<file path="src/progress_format_defs.vh">
// Constants for the progress marker and format command block
`ifndef PROGRESS_FORMAT_DEFS_VH
`define PROGRESS_FORMAT_DEFS_VH

// Register byte addresses
`define REG_CMD_CTRL 5'h00
`define REG_CMD_DW10 5'h04
`define REG_CMD_DW11 5'h08
`define REG_CMD_NSID 5'h0c
`define REG_CPL_DW0 5'h10
`define REG_STATUS 5'h14
`define REG_IRQ_STAT 5'h18
`define REG_IRQ_MASK 5'h1c
`define ADDR_W 5

// Command control register: opcode in low byte, feature id in next byte
`define OPC_SET_FEAT 8'h09
`define OPC_GET_FEAT 8'h0a
`define OPC_FORMAT 8'h80
`define FID_PROGRESS 8'h80

// Command dword fields
`define LOAD_COUNT_HI 7
`define GO_BIT 16
`define OPC_HI 7
`define OPC_LO 0
`define FID_HI 15
`define FID_LO 8
`define FMT_SET_HI 11
`define ERASE_SEL_HI 11
`define ERASE_SEL_LO 9
`define ERASE_NONE 3'h0
`define ERASE_USER 3'h1
`define ERASE_CRYPTO 3'h2
`define NSID_ALL 32'hffffffff

// Completion status codes
`define ST_OK 8'h00
`define ST_INVALID_OPC 8'h01
`define ST_INVALID_FIELD 8'h02
`define ST_INVALID_NS 8'h0b
`define ST_SEC_STATE 8'h20

// Interrupt status bits
`define IRQ_SET_DONE 0
`define IRQ_GET_DONE 1
`define IRQ_FMT_DONE 2
`define IRQ_CMD_ERR 3
`define IRQ_W 4

`define RESP_OKAY 2'h0
`define RESP_SLVERR 2'h2

`endif

</file>
<file path="src/progress_format_cmd.v">
// Admin command front end: progress marker feature and format command
//
// Notes on behaviour
// - Optional feature 80h holds a progress marker via set and get feature.
// - Stored marker survives power state changes; later get returns last set.
// - Get feature for the marker returns attributes in completion dword 0.
// - Marker comes from command dword 11 bits 7:0; bits 31:8 reserved.
// - After applying set feature attributes, a completion is posted.
// - Format command triggers a low level format, per-namespace or all.
// - Host may request user data erase or cryptographic erase with format.
// - Format fails when the controller is in an invalid security state.
// - Applied format settings are reported in namespace identify data.
// - Namespace FFFFFFFFh formats all namespaces regardless of attributes; refused with invalid namespace when multi_ns_supported_i is low.
// - Format uses only dword 10; bits 31:12 reserved.
// - Secure erase field selects erase type; erase covers all user data.
// - Erase field bits 11:9: 0 none, 1 user, 2 crypto, rest reserved.
//
// The implementer's own choices: the address map and register access over AXI4-Lite.
`timescale 1ns/100ps
`include "progress_format_defs.vh"

module progress_format_cmd (
	input wire clk_i,
	input wire rst_n_i,
	input wire [`ADDR_W-1:0] s_axi_awaddr,
	input wire [2:0] s_axi_awprot,
	input wire s_axi_awvalid,
	output wire s_axi_awready,
	input wire [31:0] s_axi_wdata,
	input wire [3:0] s_axi_wstrb,
	input wire s_axi_wvalid,
	output wire s_axi_wready,
	output wire [1:0] s_axi_bresp,
	output wire s_axi_bvalid,
	input wire s_axi_bready,
	input wire [`ADDR_W-1:0] s_axi_araddr,
	input wire [2:0] s_axi_arprot,
	input wire s_axi_arvalid,
	output wire s_axi_arready,
	output wire [31:0] s_axi_rdata,
	output wire [1:0] s_axi_rresp,
	output wire s_axi_rvalid,
	input wire s_axi_rready,
	input wire security_state_invalid_i,
	input wire multi_ns_supported_i,
	input wire format_busy_i,
	output wire format_start_o,
	output wire format_all_ns_o,
	output wire [31:0] format_nsid_o,
	output wire [11:0] format_settings_o,
	output wire [2:0] secure_erase_select_o,
	output wire [11:0] ns_reported_settings_o,
	output wire [7:0] preboot_load_count_o,
	output wire irq_o
);

	localparam ST_IDLE = 3'b001;
	localparam ST_FMT = 3'b010;
	localparam ST_WAIT = 3'b100;

	// Write channel: address and data latched independently
	reg aw_held;
	reg [`ADDR_W-1:0] aw_addr;
	reg w_held;
	reg [31:0] w_data;
	reg [3:0] w_strb;
	reg bvalid;
	reg [1:0] bresp;
	reg arready;
	reg rvalid;
	reg [31:0] rdata;
	reg [1:0] rresp;

	// Command staging and results
	reg [15:0] cmd_ctrl;
	reg [31:0] cmd_dw10;
	reg [31:0] cmd_dw11;
	reg [31:0] cmd_nsid;
	reg [31:0] cpl_dw0;
	reg [7:0] cpl_status;
	reg [7:0] preboot_load_count;
	reg [`IRQ_W-1:0] irq_stat;
	reg [`IRQ_W-1:0] irq_mask;
	reg irq;
	reg [2:0] state;
	reg fmt_start;
	reg fmt_all;
	reg [31:0] fmt_nsid;
	reg [11:0] fmt_settings;
	reg [11:0] ns_settings;

	wire wr_fire = aw_held && w_held && !bvalid;
	wire go = wr_fire && aw_addr == `REG_CMD_CTRL && w_strb[0] && w_data[`GO_BIT];
	wire [7:0] go_opc = w_data[`OPC_HI:`OPC_LO];
	wire [7:0] go_fid = w_data[`FID_HI:`FID_LO];
	wire [2:0] erase_sel = cmd_dw10[`ERASE_SEL_HI:`ERASE_SEL_LO];
	// Reserved erase codes are refused up front rather than passed to the engine
	wire erase_ok = erase_sel == `ERASE_NONE || erase_sel == `ERASE_USER || erase_sel == `ERASE_CRYPTO;
	wire ns_all = cmd_nsid == `NSID_ALL;

	// Control word merged with its byte strobes; only the low half is stored
	wire [31:0] ctrl_merged = merge({16'h0000, cmd_ctrl}, w_data, w_strb);

	// Status word: code in the low byte, busy above it, last reported settings OR'd in
	wire busy_flag = state != ST_IDLE;
	wire [31:0] status_word = {20'h00000, ns_settings} | {15'h0000, busy_flag, 8'h00, cpl_status};

	// Apart from reset, a set of the marker feature is the only thing that writes the stored count
	wire marker_set = state == ST_IDLE && go && go_opc == `OPC_SET_FEAT && go_fid == `FID_PROGRESS;

	assign s_axi_awready = !aw_held;
	assign s_axi_wready = !w_held;
	assign s_axi_bvalid = bvalid;
	assign s_axi_bresp = bresp;
	assign s_axi_arready = arready;
	assign s_axi_rvalid = rvalid;
	assign s_axi_rdata = rdata;
	assign s_axi_rresp = rresp;
	assign format_start_o = fmt_start;
	assign format_all_ns_o = fmt_all;
	assign format_nsid_o = fmt_nsid;
	assign format_settings_o = fmt_settings;
	assign secure_erase_select_o = fmt_settings[`ERASE_SEL_HI:`ERASE_SEL_LO];
	assign ns_reported_settings_o = ns_settings;
	assign preboot_load_count_o = preboot_load_count;
	assign irq_o = irq;

	// Byte lane merge for writes into staging registers
	function [31:0] merge;
		input [31:0] old;
		input [31:0] nv;
		input [3:0] be;
		integer i;
		begin
			merge = old;
			for (i = 0; i < 4; i = i + 1) begin
				if (be[i])
					merge[i*8 +: 8] = nv[i*8 +: 8];
			end
		end
	endfunction

	reg [`IRQ_W-1:0] irq_set;
	reg [`IRQ_W-1:0] next_irq_stat;
	always @* begin
		next_irq_stat = irq_stat;
		if (wr_fire && aw_addr == `REG_IRQ_STAT && w_strb[0])
			next_irq_stat = irq_stat & ~w_data[`IRQ_W-1:0];
		// Set wins over a clear in the same cycle
		next_irq_stat = next_irq_stat | irq_set;
	end

	// Format checks in priority order: security state first, then erase field, then namespace
	reg [7:0] fmt_check;
	always @* begin
		if (security_state_invalid_i)
			fmt_check = `ST_SEC_STATE;
		else if (!erase_ok)
			fmt_check = `ST_INVALID_FIELD;
		else if (ns_all && !multi_ns_supported_i)
			fmt_check = `ST_INVALID_NS;
		else
			fmt_check = `ST_OK;
	end

	// Persistent marker: only rst_n_i and a marker set touch it, so power state
	// changes elsewhere in the controller leave the count alone
	always @(posedge clk_i) begin
		if (!rst_n_i)
			preboot_load_count <= 8'h00;
		else if (marker_set)
			preboot_load_count <= cmd_dw11[`LOAD_COUNT_HI:0];
	end

	// Interrupt status and mask; status bits stay set until written with ones
	always @(posedge clk_i) begin
		if (!rst_n_i) begin
			irq_stat <= {`IRQ_W{1'b0}};
			irq_mask <= {`IRQ_W{1'b0}};
			irq <= 1'b0;
		end else begin
			irq_stat <= next_irq_stat;
			if (wr_fire && aw_addr == `REG_IRQ_MASK && w_strb[0])
				irq_mask <= w_data[`IRQ_W-1:0];
			// Built from the next status so the line lags the event by one clock only
			irq <= |(next_irq_stat & irq_mask);
		end
	end

	// AXI write side and command execution
	always @(posedge clk_i) begin
		if (!rst_n_i) begin
			aw_held <= 1'b0;
			aw_addr <= {`ADDR_W{1'b0}};
			w_held <= 1'b0;
			w_data <= 32'h00000000;
			w_strb <= 4'h0;
			bvalid <= 1'b0;
			bresp <= `RESP_OKAY;
			cmd_ctrl <= 16'h0000;
			cmd_dw10 <= 32'h00000000;
			cmd_dw11 <= 32'h00000000;
			cmd_nsid <= 32'h00000000;
			cpl_dw0 <= 32'h00000000;
			cpl_status <= `ST_OK;
			state <= ST_IDLE;
			fmt_start <= 1'b0;
			fmt_all <= 1'b0;
			fmt_nsid <= 32'h00000000;
			fmt_settings <= 12'h000;
			ns_settings <= 12'h000;
			irq_set <= {`IRQ_W{1'b0}};
		end else begin
			irq_set <= {`IRQ_W{1'b0}};
			fmt_start <= 1'b0;
			if (s_axi_awvalid && !aw_held) begin
				aw_held <= 1'b1;
				aw_addr <= s_axi_awaddr;
			end
			if (s_axi_wvalid && !w_held) begin
				w_held <= 1'b1;
				w_data <= s_axi_wdata;
				w_strb <= s_axi_wstrb;
			end
			if (bvalid && s_axi_bready)
				bvalid <= 1'b0;
			if (wr_fire) begin
				aw_held <= 1'b0;
				w_held <= 1'b0;
				bvalid <= 1'b1;
				bresp <= `RESP_OKAY;
				case (aw_addr)
					`REG_CMD_CTRL: cmd_ctrl <= ctrl_merged[`FID_HI:0];
					`REG_CMD_DW10: cmd_dw10 <= merge(cmd_dw10, w_data, w_strb);
					`REG_CMD_DW11: cmd_dw11 <= merge(cmd_dw11, w_data, w_strb);
					`REG_CMD_NSID: cmd_nsid <= merge(cmd_nsid, w_data, w_strb);
					// Interrupt registers are handled by their own block
					`REG_IRQ_STAT, `REG_IRQ_MASK: ;
					`REG_CPL_DW0, `REG_STATUS: ;
					default: bresp <= `RESP_SLVERR;
				endcase
			end
			case (state)
				ST_IDLE: begin
					if (go) begin
						cmd_ctrl <= w_data[`FID_HI:0];
						if (go_opc == `OPC_SET_FEAT && go_fid == `FID_PROGRESS) begin
							// The count itself is stored by the marker block
							cpl_dw0 <= 32'h00000000;
							cpl_status <= `ST_OK;
							irq_set[`IRQ_SET_DONE] <= 1'b1;
						end else if (go_opc == `OPC_GET_FEAT && go_fid == `FID_PROGRESS) begin
							cpl_dw0 <= {24'h000000, preboot_load_count};
							cpl_status <= `ST_OK;
							irq_set[`IRQ_GET_DONE] <= 1'b1;
						end else if (go_opc == `OPC_FORMAT) begin
							state <= ST_FMT;
						end else begin
							// A known feature command naming an unknown feature is a field error
							if (go_opc == `OPC_GET_FEAT || go_opc == `OPC_SET_FEAT)
								cpl_status <= `ST_INVALID_FIELD;
							else
								cpl_status <= `ST_INVALID_OPC;
							irq_set[`IRQ_CMD_ERR] <= 1'b1;
						end
					end
				end
				ST_FMT: begin
					cpl_dw0 <= 32'h00000000;
					if (fmt_check != `ST_OK) begin
						cpl_status <= fmt_check;
						irq_set[`IRQ_CMD_ERR] <= 1'b1;
						state <= ST_IDLE;
					end else begin
						fmt_start <= 1'b1;
						fmt_all <= ns_all;
						fmt_nsid <= cmd_nsid;
						// Reserved upper bits of the dword are never passed on
						fmt_settings <= cmd_dw10[`FMT_SET_HI:0];
						state <= ST_WAIT;
					end
				end
				ST_WAIT: begin
					// Busy is checked only after start has had a cycle to be seen
					if (!fmt_start && !format_busy_i) begin
						ns_settings <= fmt_settings;
						cpl_status <= `ST_OK;
						irq_set[`IRQ_FMT_DONE] <= 1'b1;
						state <= ST_IDLE;
					end
				end
				default: state <= ST_IDLE;
			endcase
		end
	end

	// Read data decoded from the address on the bus, registered with rvalid
	reg [31:0] next_rdata;
	reg [1:0] next_rresp;
	always @* begin
		next_rdata = 32'h00000000;
		next_rresp = `RESP_OKAY;
		case (s_axi_araddr)
			`REG_CMD_CTRL: next_rdata = {16'h0000, cmd_ctrl};
			`REG_CMD_DW10: next_rdata = cmd_dw10;
			`REG_CMD_DW11: next_rdata = cmd_dw11;
			`REG_CMD_NSID: next_rdata = cmd_nsid;
			`REG_CPL_DW0: next_rdata = cpl_dw0;
			`REG_STATUS: next_rdata = status_word;
			`REG_IRQ_STAT: next_rdata = {28'h0000000, irq_stat};
			`REG_IRQ_MASK: next_rdata = {28'h0000000, irq_mask};
			default: next_rresp = `RESP_SLVERR;
		endcase
	end

	// AXI read side
	always @(posedge clk_i) begin
		if (!rst_n_i) begin
			arready <= 1'b0;
			rvalid <= 1'b0;
			rdata <= 32'h00000000;
			rresp <= `RESP_OKAY;
		end else begin
			arready <= 1'b0;
			if (rvalid && s_axi_rready)
				rvalid <= 1'b0;
			if (s_axi_arvalid && !arready && !rvalid) begin
				arready <= 1'b1;
				rvalid <= 1'b1;
				rdata <= next_rdata;
				rresp <= next_rresp;
			end
		end
	end

endmodule

</file>
<file path="config.mk">
export PLATFORM = sky130hd
export DESIGN_NAME = progress_format_cmd
export DESIGN_NICKNAME = d
export VERILOG_FILES = /design/src/progress_format_cmd.v
export VERILOG_INCLUDE_DIRS = /design/src /design/src/src
export SDC_FILE = /design/constraint.sdc
export NUM_CORES = 1
export LEC_CHECK = 0
export ABC_AREA = 1
export BUFFER_PORTS_ARGS = -buffer_cell sky130_fd_sc_hd__buf_2
export CORE_MARGIN = 2
export CORE_UTILIZATION = 55
export CTS_BUF_LIST = sky130_fd_sc_hd__clkbuf_4
export CTS_CLUSTER_SIZE = 28
export DETAILED_ROUTE_END_ITERATION = 10
export PLACE_DENSITY = 0.77
export SLEW_MARGIN = 20
export SYNTH_ARGS = -nofsm -noshare
export SYNTH_HDL_FRONTEND = slang
export SYNTH_SLANG_ARGS = --single-unit
</file>
<file path="constraint.sdc">
create_clock -name clk_i -period 2.6 [get_ports clk_i]
set_clock_uncertainty 0.15 [all_clocks]
set_input_delay 0.78 -clock clk_i [delete_from_list [all_inputs] [get_ports clk_i]]
set_output_delay 0.78 -clock clk_i [all_outputs]
set_load 0.01 [all_outputs]
</file>
## After elaboration in Yosys (flattened, before gate mapping)

Cells that the tools add are included.

- Input bits: 62
- Register bits after elaboration: 316

- Bitwise logic cells: 9
- Reductions and logical operators: 66
- Equality and inequality tests: 33
- Mux-type cells: 47

Operator list:

| kind | count |
|---|---|
| 32-bit case mux with 8 select lines | 1 |
| 32-bit 2-to-1 mux | 3 |
| 16-bit 2-to-1 mux | 4 |
| 8-bit 2-to-1 mux | 8 |
| 32-bit case mux with 2 select lines | 1 |
| 3-bit AND reduction | 14 |
| 5-bit equality test (second input constant) | 8 |
| 32-bit equality test (second input constant) | 1 |
| 8-bit case mux with 3 select lines | 1 |
| 1-bit logical AND | 22 |
| 5-bit by 4-bit equality test with 1-bit output (second input constant) | 4 |
| 3-bit 2-to-1 mux | 6 |
| 12-bit by 17-bit bitwise OR with 17-bit output | 1 |
| 8-bit by 4-bit equality test with 1-bit output (second input constant) | 2 |
| 8-bit equality test (second input constant) | 2 |
| 8-bit OR reduction | 2 |
| 1-bit 2-to-1 mux | 14 |
| 4-bit 2-to-1 mux | 3 |
| 5-bit by 3-bit equality test with 1-bit output (second input constant) | 2 |
| 5-bit zero test | 2 |
| 2-bit inequality test (second input constant) | 5 |
| 5-bit AND reduction | 2 |
| 3-bit case mux with 3 select lines | 1 |
| 4-bit AND | 2 |
| 21 further kinds | 44 |

## Logic depth before layout (Yosys ltp)

- Depth after elaboration: 8
- Gate-level depth with buffers: 11
- Depth with buffers taken out: 11

## Worst setup path before layout

No wires, ideal clock.

- Path type: input-to-reg
- From: in format_busy_i
- To: reg cpl_status[0]
- Slack: 0.620 ns
- Stages: 7
- Data required time: 2.333 ns
- Arrival: 1.713 ns
- Cells stage by stage: or2_2 > nor2_1 > nor2_1 > a21oi_2 > nand3_4 > nor3_1 > nor2_1

- Longest elaborated chain between the ends: 4

Ends and longest elaborated chain:

| what | RTL line | RTL |
|---|---|---|
| start, declared | progress_format_cmd.v:46 | `input wire format_busy_i,` |
| 1-bit zero test | progress_format_cmd.v:285 | `if (!fmt_start && !format_busy_i) begin` |
| 1-bit logical AND | progress_format_cmd.v:285 |  |
| 2-bit inequality test (no line) | - |  |
| 5-bit AND reduction (no line) | - |  |
| end signal, assigned | progress_format_cmd.v:263 | `` cpl_status <= `ST_INVALID_OPC; `` |
| end signal, assigned | progress_format_cmd.v:271 | `cpl_status <= fmt_check;` |
| end signal, assigned | progress_format_cmd.v:287 | `` cpl_status <= `ST_OK; `` |
| end, declared | progress_format_cmd.v:80 | `reg [7:0] cpl_status;` |

No other way between the ends.
A chain may end at the register's enable or synchronous reset.

## Worst setup path in the final report

- From: reg preboot_load_count[2] (netlist: preboot_load_count_o[2])
- To: out preboot_load_count_o[2]

RTL lines:

| what | RTL line | RTL |
|---|---|---|
| start, declared | progress_format_cmd.v:81 | `reg [7:0] preboot_load_count;` |
| start signal, assigned | progress_format_cmd.v:172 | `` preboot_load_count <= cmd_dw11[`LOAD_COUNT_HI:0]; `` |
| end, declared | progress_format_cmd.v:53 | `output wire [7:0] preboot_load_count_o,` |

No word-level cell between the ends.

==> results.toml <==
[worst_setup_path]
r2r_slack_ns = 0.44
cp_cell_sequence = "buf_2"
crit_fanout = 3
cp_slowest_stage_delay_ns = 0.41
critPathSlowestCell = "dfxtp_1"
worstSetupEndpointType = "output pin"
cp_top_family = "flip-flops"
critPathKind = "flip-flop to output pin"
worst_r2r_endpoint = "cpl_status[0]"
r2r_start = "cmd_nsid[9]"
worstSetupPathDepth = 1
reg2regPathDepth = 10
worst-path-buf-inv = 1
start_kind = "flip-flop"
cp.arrival_ns = 1.27
required_ns = 1.67

[timing]
fin_crit_sh_pct = 84.5
drv_slew = 0
fin_crit_ns = 2.20
finalSetupTns_ns = 0
max_freq_ghz = 0.455
rsz0062_at_grt = "false"
tightest_slew_ns = 0.791
setup_viol = 0
relSlewSlack_pct = 47.2
hold_violations = 0

[placement]
post_dp_cell_area_sq_um = 12500
routabilityCongestion = 0.921
io_buffer_count = 164
place_inst = 1920
hpwl_um = 22100

[clocking]
ctsRootBufferMaster = "clkbuf_4"
numCtsBuffers = 72
ctsHtreeMaxLevel = 3
cts_tree = "built"
clkSinkCount = 286
path_clk_slew_ns = 0.07
cts_resized = 0
clkLatencyLatePin_ns = 0.68
cts_setup_buffers = 0
clockBufferDepth = 3
cts_hold_buf = 0

[grt]
grt_remaining_overflow = 0
grtUsageTotal_pct = 29.2
antenna_found_initial = 1
grt_pass1_vias = 10200
grt_max_degree = 153
grt_pass1_wl_um = 51400

[die]
start_util_pct = 56.3
core_sq_um = 20400
die_area_sq_um = 22000
ios = 173
fp.dieW_um = 148
placementRows = 52
die_y_um = 148

[logic_synthesis]
synth_top_area_share_pct = 50.0
ys.warnings.count = 0
synth_area_leaders = "dfxtp_1 50%, o21ai_0 11%, nor2_1 9.4%, nand2_1 7.9%, a21oi_1 6.9%"
ys_seq_elements = 286
netlist_instances = 1531
synth_area_sq_um = 11500
synth_area_per_cell_sq_um = 7.49
ys_seq_area_share_pct = 50.0
ys_types = 36
yosysTopAreaCell = "dfxtp_1"

[cells_and_area]
nNetsFinal = 1786
fin_area_sq_um = 13300
area_growth_pct = 15.9
final_common_cell = "nor2_1"
layout-drive-gt1-share_pct = 20.0
final_util_pct = 65.2
fin_cells = 2028
layout_common_cells = "288 x nor2_1, 286 x dfxtp_1, 259 x o21ai_0"

[route]
drt-initial-drc-count = 892
drc = 0
dr.pass1.iters = 5
ant_nets = 0
wl_per_cell_um = 15.9
drt-total-wl_um = 32300
vias = 11000
vias_per_cell = 5.42

[power_and_ir_drop]
worst_ir_drop_vdd_v = 0.000348
finalPower_w = 0.00850
power_frac_seq_pct = 53.3
power.leakage_nw = 5.81
power_frac_comb_pct = 6.8
p_switching_w = 0.00217
clkPwrFrac_pct = 39.9
power.internal_w = 0.00633
swShare_pct = 25.6
powerDensity_nw_per_um2 = 640

[min_path]
min-delay-start = "s_axi_wdata[28]"
min_to = "w_data[28]"
hp-class = "primary input to flip-flop"
hold-path-cell-count = 3

[status]
outcome = "finished, final reports clean"

[run]
maxCapViolations = 0
[per-layer routing]
| metal | track usage (%) | vias to the layer above | part of all wire (%) |
|---|---|---|---|
| li1 | - | 5403 | - |
| met3 | 5.09 | 59 | 7.5 |
| met4 | 11.5 | 0 | 2.6 |
| met5 | 0 | - | 0 |
| met2 | 47.8 | 458 | 47 |
| met1 | 38.5 | 5068 | 43 |
[state kept, by name (all words and copies together), names as in the netlist, 3 cells and up]
name	cells
ns_reported_settings_o	12
cmd_dw11	32
format_nsid_o	32
w_strb	4
cmd_ctrl	16
irq_mask	4
state	3
w_data	32
cpl_status	4
preboot_load_count_o	8
aw_addr	5
format_settings_o	12
s_axi_rdata	32
irq_stat	4
irq_set	4
cpl_dw0	8
cmd_dw10	32
cmd_nsid	32
[cell usage after synthesis (all sizes together)]
cell type,number
a21oi,160
o211ai,2
nand3,47
o22ai,4
dfxtp,286
nor4,1
nand3b,1
o21bai,1
buf,32
clkbuf,44
a31oi,1
conb,1
nor3,10
or2,1
inv,107
clkinv,1
nand4,7
o21ai,264
nor2,312
nand2,249
[kinds of logic (layout without fill, tap and decap cells)]
logic type	after synthesis	count (layout)	synth area share, %
AND/OR/NAND/NOR	628	628	23.8
AO/OA/AOI/OAI	432	432	19.2
other	1	3	0.0327
flip-flops	286	286	50.0
buffers and inverters	184	409	6.99
[stage by stage]
step	hold WS [ns]	setup slack, ns
3_3_place_gp	0.291	0.198
5_1_grt	0.182	0.265
6_report	0.174	0.404
2_1_floorplan	0.280	0.620
3_5_place_dp	0.297	0.146
4_1_cts	0.146	0.367
[worst max-delay path by stage]
stage / from / endpoint / slack [ns]
2_1_floorplan: format_busy_i / cpl_status[0] / 0.62
3_3_place_gp: s_axi_araddr[1] / s_axi_rdata[21] / 0.20
3_5_place_dp: s_axi_araddr[1] / s_axi_rdata[31] / 0.15
4_1_cts: aw_held / s_axi_awready / 0.37
5_1_grt: cmd_nsid[8] / cpl_status[0] / 0.26
6_report: preboot_load_count_o[2] / preboot_load_count_o[2] / 0.40
[power by group through the flow]
stage / Sequential (W) / Combinational [W] / Clock (W)
after global placement: 0.00462 / 0.000558 / 0
final: 0.00453 / 0.000580 / 0.00339
after global routing: 0.00454 / 0.000640 / 0.00371
after floorplan: 0.00461 / 0.000377 / 0
after CTS: 0.00453 / 0.000574 / 0.00346
after detailed placement: 0.00463 / 0.000570 / 0
[layout make-up]
class / instances / area (sq um)
repair buffers: 194 / 1100
inverters: 108 / 408
clock inverters: 10 / 38.8
diodes: 1 / 2.50
flip-flops and latches: 286 / 5730
multi-input cells: 1062 / 4940
fillers: 1834 / 7080
clock buffers: 97 / 728
well taps: 270 / 338
(Power assumes the default switching activity.)
